`src/common/vfd_pkg.sv`:
```
// Shared constants and types for the serial display driver.
// Assumes a 25 MHz system clock; the pin-side shift clock is sampled.
package vfd_pkg;

    // ------------------------------------------------------------------
    // Variants and output counts
    // ------------------------------------------------------------------
    typedef enum logic {
        VFD_MODE_START,
        VFD_MODE_ENABLE
    } vfd_mode_type;

    localparam int START_OUTPUTS = 35;     // Start-bit variant width
    localparam int EN_OUTPUTS_SMALL = 20;  // Enable variant, short
    localparam int EN_OUTPUTS_LARGE = 32;  // Enable variant, long

    // ------------------------------------------------------------------
    // Event word carried through the FIFO
    // ------------------------------------------------------------------
    localparam int FIFO_DEPTH = 8;
    localparam int WORD_W     = 4;
    localparam int W_DATA     = 0;         // Sampled serial bit
    localparam int W_SHIFT    = 1;         // Rising shift-clock edge
    localparam int W_LOAD     = 2;         // Falling enable edge
    localparam int W_FALL     = 3;         // Falling shift-clock edge
    localparam int SYNC_W     = 4;
    localparam int P_DATA     = 0;         // Synchroniser lanes
    localparam int P_CLK      = 1;
    localparam int P_EN       = 2;
    localparam int P_BLANK    = 3;

    // ------------------------------------------------------------------
    // Timing: shortest legal shift-clock period, in system cycles
    // ------------------------------------------------------------------
    localparam int SYS_CLK_HZ   = 25_000_000;
    localparam int START_MAX_HZ = 1_000_000;
    localparam int EN_MAX_HZ    = 800_000;
    localparam int RATE_CNT_W   = 6;
    localparam int START_MIN_CYC_I =
        (SYS_CLK_HZ + START_MAX_HZ - 1) / START_MAX_HZ;
    localparam int EN_MIN_CYC_I =
        (SYS_CLK_HZ + EN_MAX_HZ - 1) / EN_MAX_HZ;
    localparam logic [RATE_CNT_W-1:0] START_MIN_CYC =
        RATE_CNT_W'(START_MIN_CYC_I);
    localparam logic [RATE_CNT_W-1:0] EN_MIN_CYC =
        RATE_CNT_W'(EN_MIN_CYC_I);
    localparam logic [RATE_CNT_W-1:0] RATE_CNT_MAX = '1;

endpackage : vfd_pkg

```
`src/common/vfd_stream_if.sv`:
```
// Valid/ready word stream between the driver's own modules.
// Assumes both ends share one clock; no crossing inside.
`timescale 1ns/1ps
interface vfd_stream_if #(
    parameter int WIDTH = 4
);
    logic             valid;
    logic             ready;
    logic [WIDTH-1:0] data;

    modport src (output valid, output data, input ready);
    modport snk (input valid, input data, output ready);
endinterface : vfd_stream_if

```
`src/design/vfd_driver.sv`:
```
// Serial-input display driver core: shift register, display register,
// start-bit or enable-strobe transfer, blanking and serial output.
// Assumes all pin inputs are asynchronous to clock; the shift clock is
// sampled and its edges found here. No bus: status bits are ports.
// Limit: each shift-clock phase needs 3+ system cycles.
//
// Function
// - Start variant: data, clock lines, 35 outputs
// - Serial input sampled on each rising edge
// - Start bit walks the 35-bit register
// - 36th rise transfers data, sets control latch
// - Next falling edge clears shift register
// - Start variant has no serial output
// - Enable variant: three lines, 20 or 32 outputs
// - Enable variant shifts on rise, no marker
// - Enable falling loads display register
// - Serial output is last shift stage
// - Enable variant: blank forces outputs off, data kept; start variant ignores blank
`timescale 1ns/1ps
module vfd_driver #(
    parameter vfd_pkg::vfd_mode_type MODE    = vfd_pkg::VFD_MODE_START,
    parameter int                    NUM_OUT = vfd_pkg::START_OUTPUTS,
    parameter int                    DEPTH   = vfd_pkg::FIFO_DEPTH
) (
    input  wire logic               clock,
    input  wire logic               rst,
    input  wire logic               clk_en,
    input  wire logic               ser_data_pin,
    input  wire logic               shift_clk_pin,
    input  wire logic               enable_pin,
    input  wire logic               blank_pin,
    input  wire logic               hold_update,
    input  wire logic               clear_status,
    output logic      [NUM_OUT-1:0] disp_out,
    output logic                    serial_out,
    output logic                    control_latch,
    output logic                    frame_loaded,
    output logic                    overrun,
    output logic                    rate_error,
    output logic                    fifo_ready
);
    import vfd_pkg::*;

    // ------------------------------------------------------------------
    // Declarations
    // ------------------------------------------------------------------
    typedef enum logic [1:0] {
        ST_IDLE,
        ST_LOAD,
        ST_ARMED
    } vfd_state_type;

    // Shortest legal rise gap
    localparam logic [RATE_CNT_W-1:0] MIN_GAP =
        (MODE == VFD_MODE_START) ? START_MIN_CYC : EN_MIN_CYC;
    localparam logic                  IS_EN   = (MODE == VFD_MODE_ENABLE);

    // Synced pins, edges
    logic [SYNC_W-1:0]     pins_s;
    logic                  clk_d;
    logic                  en_d;
    logic                  next_clk_d;
    logic                  next_en_d;
    logic                  clk_rise;
    logic                  clk_fall;
    logic                  en_fall;
    logic                  ev_any;
    logic                  ev_shift;

    // Datapath
    logic [NUM_OUT-1:0]    sr;
    logic [NUM_OUT-1:0]    disp_reg;
    vfd_state_type         state;
    logic [NUM_OUT-1:0]    next_sr;
    logic [NUM_OUT-1:0]    next_disp_reg;
    logic [NUM_OUT-1:0]    next_disp_out;
    vfd_state_type         next_state;
    logic                  next_ctl;
    logic                  next_loaded;
    logic                  next_ser;
    logic [WORD_W-1:0]     word;
    logic                  take;

    // Status
    logic [RATE_CNT_W-1:0] gap_cnt;
    logic [RATE_CNT_W-1:0] next_gap_cnt;
    logic                  next_overrun;
    logic                  next_rate_error;
    logic                  next_fifo_ready;

    // FIFO links
    vfd_stream_if #(.WIDTH(WORD_W)) wr_if ();
    vfd_stream_if #(.WIDTH(WORD_W)) rd_if ();

    // ------------------------------------------------------------------
    // Pin synchronisers
    // ------------------------------------------------------------------
    // Lanes in P_* order
    vfd_sync #(
        .WIDTH (SYNC_W)
    ) u_sync (
        .clock    (clock),
        .rst      (rst),
        .clk_en   (clk_en),
        .async_in ({blank_pin, enable_pin, shift_clk_pin, ser_data_pin}),
        .sync_out (pins_s)
    );

    // ------------------------------------------------------------------
    // Edge finding on the sampled shift clock and enable
    // ------------------------------------------------------------------
    // Level now against last cycle's copy
    always_comb begin
        next_clk_d = pins_s[P_CLK];
        next_en_d  = pins_s[P_EN];
        clk_rise   = pins_s[P_CLK] && !clk_d;
        clk_fall   = !pins_s[P_CLK] && clk_d;
        // Enable edges count in enable mode only
        en_fall    = IS_EN && !pins_s[P_EN] && en_d;

        // Enable variant only takes bits while enable is high
        ev_shift   = clk_rise && (!IS_EN || pins_s[P_EN]);
        ev_any     = ev_shift || en_fall || (clk_fall && !IS_EN);
    end

    // Low after reset: no false rise
    always_ff @(posedge clock or posedge rst) begin
        if (rst) begin
            clk_d <= 1'b0;
            en_d  <= 1'b0;
        end else if (clk_en) begin
            clk_d <= next_clk_d;
            en_d  <= next_en_d;
        end
    end

    // ------------------------------------------------------------------
    // Event words into the FIFO
    // ------------------------------------------------------------------
    // Edges of one sample share a word, so one push per cycle suffices
    always_comb begin
        wr_if.valid          = ev_any;
        wr_if.data           = '0;
        wr_if.data[W_DATA]   = pins_s[P_DATA];
        wr_if.data[W_SHIFT]  = ev_shift;
        wr_if.data[W_LOAD]   = en_fall;
        wr_if.data[W_FALL]   = clk_fall && !IS_EN;
    end

    // Queue decouples capture and hold
    vfd_fifo #(
        .WIDTH (WORD_W),
        .DEPTH (DEPTH)
    ) u_fifo (
        .clock  (clock),
        .rst    (rst),
        .clk_en (clk_en),
        .wr     (wr_if),
        .rd     (rd_if)
    );

    // Holding updates stalls the drain; the FIFO then really fills
    assign rd_if.ready = !hold_update;

    // ------------------------------------------------------------------
    // Shift and display registers
    // ------------------------------------------------------------------
    always_comb begin
        next_sr       = sr;
        next_disp_reg = disp_reg;
        next_state    = state;
        next_ctl      = control_latch;
        next_loaded   = 1'b0;
        word          = rd_if.data;
        take          = rd_if.valid && rd_if.ready;

        if (take && !IS_EN) begin
            if (word[W_SHIFT]) begin
                case (state)
                    ST_IDLE: begin
                        next_sr = {sr[NUM_OUT-2:0], word[W_DATA]};
                        // Zeros before the start bit are harmless
                        if (word[W_DATA]) begin
                            next_state = ST_LOAD;
                        end
                    end
                    ST_LOAD: begin
                        if (sr[NUM_OUT-1]) begin
                            // Start bit reached last stage: 36th rise
                            next_disp_reg = {sr[NUM_OUT-2:0],
                                             word[W_DATA]};
                            next_ctl      = 1'b1;
                            next_loaded   = 1'b1;
                            next_state    = ST_ARMED;
                        end else begin
                            next_sr = {sr[NUM_OUT-2:0],
                                       word[W_DATA]};
                        end
                    end
                    ST_ARMED: begin
                        // Rises before the clearing fall are dropped
                        next_state = ST_ARMED;
                    end
                    // Stray code: back to idle
                    default: begin
                        next_state = ST_IDLE;
                    end
                endcase
            end
            // Fall clears only once armed
            if (word[W_FALL] && next_state == ST_ARMED) begin
                next_sr    = '0;
                next_ctl   = 1'b0;
                next_state = ST_IDLE;
            end
        end else if (take) begin
            // Strobe takes the fresh register
            if (word[W_SHIFT]) begin
                next_sr = {sr[NUM_OUT-2:0], word[W_DATA]};
            end
            if (word[W_LOAD]) begin
                next_disp_reg = next_sr;
                next_loaded   = 1'b1;
            end
        end

        // Only the enable variant has a serial tap
        next_ser      = IS_EN ? next_sr[NUM_OUT-1] : 1'b0;
        // Blank masks the pins only; disp_reg is untouched
        next_disp_out = (IS_EN && pins_s[P_BLANK]) ? '0
                                                   : next_disp_reg;
    end

    // Every output is a flop
    always_ff @(posedge clock or posedge rst) begin
        if (rst) begin
            sr            <= '0;
            disp_reg      <= '0;
            disp_out      <= '0;
            state         <= ST_IDLE;
            control_latch <= 1'b0;
            frame_loaded  <= 1'b0;
            serial_out    <= 1'b0;
        end else if (clk_en) begin
            sr            <= next_sr;
            disp_reg      <= next_disp_reg;
            disp_out      <= next_disp_out;
            state         <= next_state;
            control_latch <= next_ctl;
            frame_loaded  <= next_loaded;
            serial_out    <= next_ser;
        end
    end

    // ------------------------------------------------------------------
    // Status: overrun and shift-clock rate check
    // ------------------------------------------------------------------
    // A fresh event beats a clear in the same cycle
    always_comb begin
        next_overrun    = (ev_any && !wr_if.ready)
                       || (overrun && !clear_status);

        // Rise gap, saturating
        if (clk_rise) begin
            next_gap_cnt = '0;
        end else if (gap_cnt != RATE_CNT_MAX) begin
            next_gap_cnt = gap_cnt + 1'b1;
        end else begin
            next_gap_cnt = gap_cnt;
        end

        // Gap in cycles is gap_cnt + 1; too short flags the host
        next_rate_error = (clk_rise && (gap_cnt < MIN_GAP - 1'b1))
                       || (rate_error && !clear_status);

        // Trails the FIFO one cycle
        next_fifo_ready = wr_if.ready;
    end

    // Counter parks at top: first rise is clean
    always_ff @(posedge clock or posedge rst) begin
        if (rst) begin
            overrun    <= 1'b0;
            rate_error <= 1'b0;
            gap_cnt    <= RATE_CNT_MAX;
            fifo_ready <= 1'b0;
        end else if (clk_en) begin
            overrun    <= next_overrun;
            rate_error <= next_rate_error;
            gap_cnt    <= next_gap_cnt;
            fifo_ready <= next_fifo_ready;
        end
    end

endmodule : vfd_driver

```
`src/design/vfd_fifo.sv`:
```
// Synchronous FIFO with valid/ready on both sides.
// Assumes DEPTH is a power of two.
`timescale 1ns/1ps
module vfd_fifo #(
    parameter int WIDTH = 4,
    parameter int DEPTH = 8
) (
    input  wire logic   clock,
    input  wire logic   rst,
    input  wire logic   clk_en,
    vfd_stream_if.snk   wr,
    vfd_stream_if.src   rd
);
    localparam int AW = $clog2(DEPTH);

    logic [WIDTH-1:0] mem [DEPTH];
    logic [AW:0]      wr_ptr;
    logic [AW:0]      rd_ptr;
    logic [AW:0]      next_wr_ptr;
    logic [AW:0]      next_rd_ptr;
    logic             full;
    logic             empty;
    logic             do_wr;
    logic             do_rd;

    // ------------------------------------------------------------------
    // Flags from pointers; extra bit tells full from empty
    // ------------------------------------------------------------------
    always_comb begin
        empty       = (wr_ptr == rd_ptr);
        full        = (wr_ptr[AW] != rd_ptr[AW])
                   && (wr_ptr[AW-1:0] == rd_ptr[AW-1:0]);
        do_wr       = wr.valid && !full;
        do_rd       = rd.ready && !empty;
        next_wr_ptr = do_wr ? wr_ptr + 1'b1 : wr_ptr;
        next_rd_ptr = do_rd ? rd_ptr + 1'b1 : rd_ptr;
    end

    assign wr.ready = !full;
    assign rd.valid = !empty;
    assign rd.data  = mem[rd_ptr[AW-1:0]];

    // ------------------------------------------------------------------
    // Pointers and storage
    // ------------------------------------------------------------------
    always_ff @(posedge clock or posedge rst) begin
        if (rst) begin
            wr_ptr <= '0;
            rd_ptr <= '0;
        end else if (clk_en) begin
            wr_ptr <= next_wr_ptr;
            rd_ptr <= next_rd_ptr;
        end
    end

    // Storage carries no reset; read only when not empty
    always_ff @(posedge clock) begin
        if (clk_en && do_wr) begin
            mem[wr_ptr[AW-1:0]] <= wr.data;
        end
    end
endmodule : vfd_fifo

```
`src/design/vfd_sync.sv`:
```
// Two-stage synchroniser for a group of pin inputs.
// Assumes each lane is an independent level; no bus coherence.
`timescale 1ns/1ps
module vfd_sync #(
    parameter int WIDTH = 4
) (
    input  wire logic             clock,
    input  wire logic             rst,
    input  wire logic             clk_en,
    input  wire logic [WIDTH-1:0] async_in,
    output logic      [WIDTH-1:0] sync_out
);
    logic [WIDTH-1:0] meta;

    // ------------------------------------------------------------------
    // Two flops; only the second stage is seen outside
    // ------------------------------------------------------------------
    always_ff @(posedge clock or posedge rst) begin
        if (rst) begin
            meta     <= '0;
            sync_out <= '0;
        end else if (clk_en) begin
            meta     <= async_in;
            sync_out <= meta;
        end
    end
endmodule : vfd_sync

```
`config.mk`:
```
export PLATFORM = sky130hd
export DESIGN_NAME = vfd_driver
export DESIGN_NICKNAME = d
export VERILOG_FILES = /design/src/common/vfd_pkg.sv /design/src/common/vfd_stream_if.sv /design/src/design/vfd_driver.sv /design/src/design/vfd_fifo.sv /design/src/design/vfd_sync.sv
export SDC_FILE = /design/constraint.sdc
export NUM_CORES = 1
export LEC_CHECK = 0
export ABC_AREA = 1
export BUFFER_PORTS_ARGS = -buffer_cell sky130_fd_sc_hd__buf_2
export CORE_ASPECT_RATIO = 0.8
export CORE_MARGIN = 1
export CORE_UTILIZATION = 40
export DETAILED_ROUTE_END_ITERATION = 6
export MAX_ROUTING_LAYER = met4
export PLACE_DENSITY = 0.6
export SETUP_SLACK_MARGIN = 0.15
export SLEW_MARGIN = 30
export SYNTH_ARGS = -nofsm -noshare
export SYNTH_HDL_FRONTEND = slang
export SYNTH_SLANG_ARGS = --single-unit
```
`constraint.sdc`:
```
create_clock -name clock -period 4.33 [get_ports clock]
set_input_delay 0.433 -clock clock [delete_from_list [all_inputs] [get_ports clock]]
set_output_delay 0.433 -clock clock [all_outputs]
set_load 0.03 [all_outputs]
```
==> results of run 1 <==
[worst reg2reg max path: stages (launching register included)]
cell and delay, ps:
dfrtp_1 710, inv_2 270, nand2_1 110, nand4_1 110
nor2_2 210, nand2_2 100, nand2_4 150, nor2_4 70
inv_4 460, nand2_1 160, o21ai_1 120
[cells by family (layout without fill, tap and decap cells)]
| kind of cell | count (synthesis) | count (layout) | synth area share (%) |
|---|---|---|---|
| AOI/OAI and AO/OA | 100 | 100 | 12.7 |
| xor gates and xnor gates | 7 | 7 | 1.19 |
| adders and majority gates | 5 | 5 | 1.21 |
| buffers and inverters | 90 | 150 | 8.26 |
| DFF | 120 | 120 | 60.6 |
| other | 1 | 1 | 0.0726 |
| and+or+nand+nor | 187 | 187 | 16.0 |
[cell usage in the layout, fill, tap and decap left out, types with 2 or more instances in the layout]
cell         n
nand2_1    135
dfrtp_1     90
inv_1       66
buf_2       46
o21ai_0     36
o21ai_2     35
edfxtp_1    24
nor2_1      20
clkbuf_16   18
o21ai_1     15
nand3_1     12
nand2_2      7
clkbuf_8     7
xor2_1       6
a21oi_1      6
dfstp_2      6
ha_1         5
inv_2        4
nand4_1      3
a32o_1       2
nand3_2      2
o22ai_1      2
nor2_4       2
nand3_4      2
inv_4        2
a31oi_1      2
clkinv_2     2
[stage by stage]
| step | total power, W | std cells | hold slack (ps) | util [%] | setup WS (ps) |
|---|---|---|---|---|---|
| 6_report | 0.00443 | 741 | 190 | 49.0 | 1770 |
| 5_1_grt | 0.00472 | 741 | 235 | 49.0 | 1500 |
| 4_1_cts | 0.00447 | 741 | 214 | 49.0 | 1720 |
| 3_5_place_dp | 0.00304 | 710 | 464 | 44.1 | 1770 |
| 3_3_place_gp | 0.00300 | 710 | 458 | 44.1 | 1510 |
| 2_1_floorplan | 0.00278 | 510 | 442 | - | 1400 |
[routing by layer]
layer  global-route usage, %  part of all wire (%)
met5                       -                     0
met4                    7.98                   1.1
met3                    3.93                   4.5
met2                    24.4                    45
met1                    22.9                    49
[final timing paths]
check / from / endpoint
setup / recovery: u_fifo.rd_ptr[0] / disp_reg[23]
hold / removal: rst / disp_reg[18]
setup reg to reg: u_fifo.rd_ptr[0] / disp_reg[23]
hold reg to reg: disp_reg[10] / disp_reg[10]
max in group asynchronous: rst / disp_reg[26]
min in group clock: shift_clk_pin / u_sync.meta[1]
[power groups by stage]
stage               Clock, W  Sequential [W]  Combinational (W)
global placement           0         0.00174            0.00126
finish               0.00141         0.00173            0.00128
floorplan                  0         0.00184           0.000936
detailed placement         0         0.00175            0.00129
global route         0.00149         0.00178            0.00145
CTS                  0.00144         0.00173            0.00130
[cell type report]
class                   instances  area [um^2]
inverters                      72          275
fillers                      1132         6310
clock buffers                  26          551
flip-flops and latches        120         3130
well taps                     171          214
repair buffers                 47          238
multi-input cells             300         1610
clock inverters                 5         56.3
==> key figures, run 1 <==
Routing
  – Post-route ant nets: 0
  – Via-per-instance ratio: 4.63
  – Via count: 3432
  – First-pass DRT Iterations: 4
  – Final WL: 9640 um
  – DR iter-0 viols: 233
  – Wire per inst: 13.0 um
  – DR DRC count: 0

Logic synthesis
  – Ys async rst share: 80.0%
  – Most common cell in the netlist: nand2_1
  – Post-synth top area cell: dfrtp_1
  – Mapped Area: 5160 um^2
  – Avg Cell Area, Syn: 10.1 um^2
  – Top cells by area, synth: dfrtp_1 44%, edfxtp_1 14%, nand2_1 9.8%
  – Ys Warns: 0
  – Post-synthesis cell type count: 36
  – Synth Instances: 510
  – Sequential share of the synthesized area: 60.6%
  – Prevailing post-synth register cell: dfrtp_1
  – Post-synth top cells: 135 x nand2_1, 90 x dfrtp_1, 67 x inv_1
  – Post-synth top area share: 43.6%
  – Seq cells post-synth: 120
  – Post-synth EDFFs: 24
  – Synth Net Count: 524

Floorplan
  – Ports: 50
  – Initial core utilization: 41.7%
  – Core area: 12400 um^2
  – Die height: 104 um
  – Die ar.: 13400 um^2
  – Cell row count: 36
  – Die span in x: 129 um

Power and ir drop
  – Leakage power: 2.87 nW
  – Clock share of power: 31.9%
  – Flop pwr share: 39.2%
  – Power Density: 729 nW/um^2
  – Sw Pwr: 0.00160 W
  – Maximum vdd ir drop: 0.342 mV
  – Combinational Power Share: 29.0%
  – Sw frac: 36.1%
  – Pint: 0.00283 W

Clocking
  – TritonCTS Buffers: 17
  – Worst-path clk slew: 50 ps
  – Hold_buf cts: 0
  – Setup bufs post-CTS: 0
  – Max clock buf depth: 2
  – H-tree lvl count: 4
  – Clk sinks: 120
  – Root buffer cell: clkbuf_16
  – CTS tree: built
  – Clk Latency, worst-skew pair: 410 ps
  – CTS resizes: 0

Layout
  – Fin area: 6070 um^2
  – Nets: 572
  – Layout cell share with drive strength beyond 1: 24.9%
  – Layout area overhead: 17.6%
  – N_diodes: 0

Setup path
  – R2r setup slk: 1770 ps
  – Critical Path Start Type: flop
  – CP endpoint kind: flop
  – Slowest Stage Delay on Critical Path: 710 ps
  – Critical path depth: 10
  – CP top delay family: simple AND/OR/NAND/NOR gates
  – Required @ worst endpoint: 4650 ps
  – Worst Path Arrival: 2880 ps
  – Critical path, cell by cell: inv_2 -> nand2_1 -> nand4_1 -> nor2_2 -> nand2_2 -> nand2_4 -> nor2_4 -> inv_4 -> nand2_1 -> o21ai_1
  – CP bufs+invs: 2
  – R2R cell count: 10
  – CP max FO: 69
  – Crit path max-delay cell type: dfrtp_1
  – WS Path Type: reg -> reg
  – Most used cell, CP: nand2_1

Timing
  – Highest Clock Rate: 0.391 GHz
  – Slew @ Worst Pin: 818 ps
  – Slew headroom: 45.5%
  – Fin. max-slew vios: 0
  – Skew final: 7.20 ps
  – Post-route setup TNS: 0 ps
  – Crit share post-route: 59.0%
  – RSZ-0062 raised after global routing: false
  – Final hold violation count: 0
  – Min Tclk post-route: 2560 ps
  – Final setup fails: 0

GRT
  – Largest net degree at the start of global routing: 70
  – First-pass GRT wire length: 17100 um
  – Initial antenna violation count: 0
  – Vias in the first global route: 3529
  – Grt total ovfl: 0
  – Gr usage total: 17.0%

Status
  – Status: completed

Flow run
  – Maxcap violations: 0

Min path
  – Worst hold path class: in -> async

Placement
  – Placed instance area: 5470 um^2
  – Hpwl dp: 6160 um
  – GP Congestion: 0.790
  – IO Port Bufs: 46
(Power assumes the default switching activity.)
==> inputs of run 2 (changes only) <==
--- a/config.mk
+++ b/config.mk
@@ -5,14 +5,14 @@
 export SDC_FILE = /design/constraint.sdc
 export NUM_CORES = 1
 export LEC_CHECK = 0
-export ABC_AREA = 1
+export ABC_AREA = 0
 export BUFFER_PORTS_ARGS = -buffer_cell sky130_fd_sc_hd__buf_2
 export CORE_ASPECT_RATIO = 0.8
 export CORE_MARGIN = 1
 export CORE_UTILIZATION = 40
 export DETAILED_ROUTE_END_ITERATION = 6
 export MAX_ROUTING_LAYER = met4
-export PLACE_DENSITY = 0.6
+export PLACE_DENSITY = 0.62
 export SETUP_SLACK_MARGIN = 0.15
 export SLEW_MARGIN = 30
 export SYNTH_ARGS = -nofsm -noshare
==> constraint.sdc (replaced) <==
create_clock -name clock -period 2.35 [get_ports clock]
set_input_delay 0.235 -clock clock [delete_from_list [all_inputs] [get_ports clock]]
set_output_delay 0.235 -clock clock [all_outputs]
set_load 0.03 [all_outputs]
==> run 2 against run 1 <==
Against the previous run: critical path type unchanged; synthesized cell count fell by 23%; via count fell by 7.8%; total power rose by 61%; critical endpoint is now sr[16]; die area fell by 4.0%; register-to-register slack got worse by 1700 ps.
==> key figures, run 2 <==
Layout
  – Nets: 484 (was 572)
  – # fillers: 984 (was 1132)
  – Sequential cell area: 3130 um^2 (about the same)
  – Layout cell share with drive strength beyond 1: 37.9% (was 24.9%)
  – Area of the multi-input gates: 1730 um^2 (was 1610 um^2)
  – Layout area overhead: 28.2% (was 17.6%)
  – Commonest non-fill, non-tap cells in the layout: 88 x dfrtp_1, 77 x nand2_1, 46 x buf_2, 40 x mux2_2, 27 x o21ai_1 (was 135 x nand2_1, 90 x dfrtp_1, 66 x inv_1, 46 x buf_2, 36 x o21ai_0)
  – Most common cell after layout, fill and taps aside: dfrtp_1 (was nand2_1)
  – N_diodes: 0 (unchanged)

Logic synthesis
  – Ys async rst share: 80.0% (unchanged)
  – Mapped Area: 4950 um^2 (was 5160 um^2)
  – Synth Instances: 394 (was 510)
  – Post-synth top area cell: dfrtp_1 (unchanged)
  – Post-synthesis cell type count: 45 (was 36)
  – Prevailing post-synth register cell: dfrtp_1 (unchanged)
  – Seq cells post-synth: 120 (unchanged)
  – Ys Warns: 0 (unchanged)
  – Sequential share of the synthesized area: 63.2% (was 60.6%)
  – Top cells by area, synth: dfrtp_1 45%, edfxtp_1 15%, mux2_2 9.3% (was dfrtp_1 44%, edfxtp_1 14%, nand2_1 9.8%)
  – Post-synth top area share: 45.5% (was 43.6%)
  – Avg Cell Area, Syn: 12.6 um^2 (was 10.1 um^2)
  – Most common cell in the netlist: dfrtp_1 (was nand2_1)
  – Post-synth top cells: 90 x dfrtp_1, 79 x nand2_1, 41 x mux2_2 (was 135 x nand2_1, 90 x dfrtp_1, 67 x inv_1)
  – Synth Net Count: 408 (was 524)
  – Post-synth EDFFs: 24 (unchanged)

Setup path
  – Worst r2r src: u_fifo.rd_ptr[0] (unchanged)
  – CP max FO: 10 (was 69)
  – R2r setup slk: 100 ps (was 1770 ps)
  – CP endpoint kind: flop (unchanged)
  – RR Endpoint: sr[16] (was disp_reg[23])
  – Worst Path Arrival: 2570 ps (was 2880 ps)
  – WS Path Type: reg -> reg (unchanged)
  – R2R cell count: 9 (was 10)
  – Required @ worst endpoint: 2670 ps (was 4650 ps)
  – Critical Path Start Type: flop (unchanged)
  – Worst setup path endpoint: sr[16] (was disp_reg[23])
  – Worst Setup SP: u_fifo.rd_ptr[0] (unchanged)

Clocking
  – Root buffer cell: clkbuf_16 (unchanged)
  – Clk Latency, worst-skew pair: 410 ps (about the same)
  – TritonCTS Buffers: 17 (unchanged)
  – CTS tree: built (unchanged)
  – Max clock buf depth: 2 (unchanged)
  – Clk sinks: 120 (unchanged)
  – H-tree lvl count: 4 (unchanged)
  – Worst-path clk slew: 50 ps (about the same)

Floorplan
  – Die span in x: 126 um (was 129 um)
  – Ports: 50 (unchanged)
  – Die height: 102 um (was 104 um)
  – Core area: 11800 um^2 (was 12400 um^2)
  – Initial core utilization: 42.1% (was 41.7%)
  – Cell row count: 35 (was 36)
  – Die ar.: 12800 um^2 (was 13400 um^2)

Power and ir drop
  – Maximum vdd ir drop: 0.592 mV (was 0.342 mV)
  – Power Density: 1120 nW/um^2 (was 729 nW/um^2)
  – Leakage power: 2.90 nW (was 2.87 nW)
  – Design Power: 0.00712 W (was 0.00443 W)

GRT
  – Gr usage total: 17.1% (was 17.0%)
  – Largest net degree at the start of global routing: 59 (was 70)
  – First-pass GRT wire length: 16200 um (was 17100 um)
  – Vias in the first global route: 3202 (was 3529)
  – Initial antenna violation count: 0 (unchanged)
  – Grt total ovfl: 0 (unchanged)

Timing
  – Skew final: 6.05 ps (was 7.20 ps)
  – Hold Worst Slack: 64.3 ps (was 190 ps)
  – Final hold violation count: 0 (unchanged)
  – Highest Clock Rate: 0.445 GHz (was 0.391 GHz)
  – Final setup fails: 0 (unchanged)
  – Fin. max-slew vios: 0 (unchanged)
  – Min Tclk post-route: 2250 ps (was 2560 ps)
  – Final worst setup slack: 104 ps (was 1770 ps)
  – Crit share post-route: 95.6% (was 59.0%)
  – RSZ-0062 raised after global routing: true (was false)

Flow run
  – Maxcap violations: 0 (unchanged)

Placement
  – Hpwl dp: 6110 um (was 6160 um)
  – IO Port Bufs: 46 (unchanged)
  – GP Congestion: 0.785 (was 0.790)
  – DP Worst Slack: -14.7 ps (was 1770 ps)

Routing
  – DR DRC count: 0 (unchanged)
  – DRT met1 WL: 4630 um (was 4740 um)
  – Wire per inst: 15.2 um (was 13.0 um)
  – Final WL: 9580 um (was 9640 um)
  – Met3 WL: 329 um (was 430 um)
  – Post-route ant nets: 0 (unchanged)
  – DR iter-0 viols: 170 (was 233)
  – Top Layer Used: met4 (unchanged)
  – Via count: 3164 (was 3432)
  – Via-per-instance ratio: 5.01 (was 4.63)
  – Met2 wire len: 4510 um (was 4360 um)
  – First-pass DRT Iterations: 5 (was 4)

Status
  – Status: completed (unchanged)

Min path
  – Worst hold path class: in -> reg (was in -> async)
## run 2: cell types whose count changed after synthesis, sizes merged, moves of 10 or more
cell,change
nor2,-10
o21ai,-48
nand2,-65
mux2,+41
inv,-64
nand3,-15
## run 2: kinds of logic after synthesis
| kind of cell | Yosys count | share of synthesized area [%] |
|---|---|---|
| flip-flops | 120 | 63.2 |
| AND/OR/NAND/NOR | 111 | 9.39 |
| AO/OA/AOI/OAI | 59 | 7.12 |
| multiplexers | 51 | 12.9 |
| buffers and inverters | 32 | 3.46 |
| XOR/XNOR | 15 | 2.65 |
| adder cells (fa/ha/maj) | 5 | 1.26 |
| other | 1 | 0.0757 |
## run 2: worst max-delay path, stage by stage (launching register included)
cell and delay, ps:
dfrtp_2 460, buf_6 150, mux4_2 350, mux2i_2 90, or4_4 510, o211ai_4 140, buf_12 160, buf_8 120
nand2_1 50, o21ai_1 130
## run 2: where the power goes
part / internal (W) / switching [W] / leakage [nW] / total, W
Combinational: 0.000840 / 0.000925 / 1.12 / 0.00177
Sequential: 0.00245 / 0.000292 / 1.49 / 0.00274
Clock: 0.00170 / 0.000909 / 0.294 / 0.00261
Total: 0.00499 / 0.00213 / 2.90 / 0.00712
## run 2: final cells by class
class / instances / share of cell area (%)
flip-flops and latches: 120 / 49.3
clock inverters: 8 / 1.26
repair buffers: 81 / 10.3
multi-input cells: 242 / 27.3
clock buffers: 24 / 8.43
inverters: 8 / 0.532
well taps: 148 / 2.92
## run 2: metal layers
metal | up-vias | global-route usage (%)
li1 | 1519 | -
met5 | - | -
met4 | 0 | 7.41
met1 | 1554 | 21.9
met3 | 12 | 4.54
met2 | 79 | 25.9
## run 2: stage by stage
step / instances / TNS [ps] / utilization [%] / cell area [um^2]
5_1_grt: 631 / 0 / 53.9 / 6350
3_5_place_dp: 587 / -15.9 / 46.3 / 5460
4_1_cts: 626 / 0 / 52.6 / 6200
3_3_place_gp: 587 / 0 / 46.3 / 5460
2_1_floorplan: 394 / 0 / - / 4980
6_report: 631 / 0 / 53.9 / 6350
## run 2: worst min path at each step
stage                     endpoint  cells after the start         start  slack, ps
floorplan           u_sync.meta[0]                      1  ser_data_pin        390
global route        u_sync.meta[0]                      2  ser_data_pin         60
CTS                 u_sync.meta[0]                      2  ser_data_pin         50
global placement     control_latch                      2           rst        240
detailed placement   control_latch                      2           rst        250
finish              u_sync.meta[0]                      2  ser_data_pin         60
## run 2: what timing repair did
action | in CTS | in global routing
gates cloned | 1 | 2
hold buffers | 1 | 0
setup endpoints to repair | 74 | 92
endpoints found under the hold margin | 14 | 0
setup buffers | 5 | 3
gates resized for setup | 10 | 26
pin swaps | 2 | 3
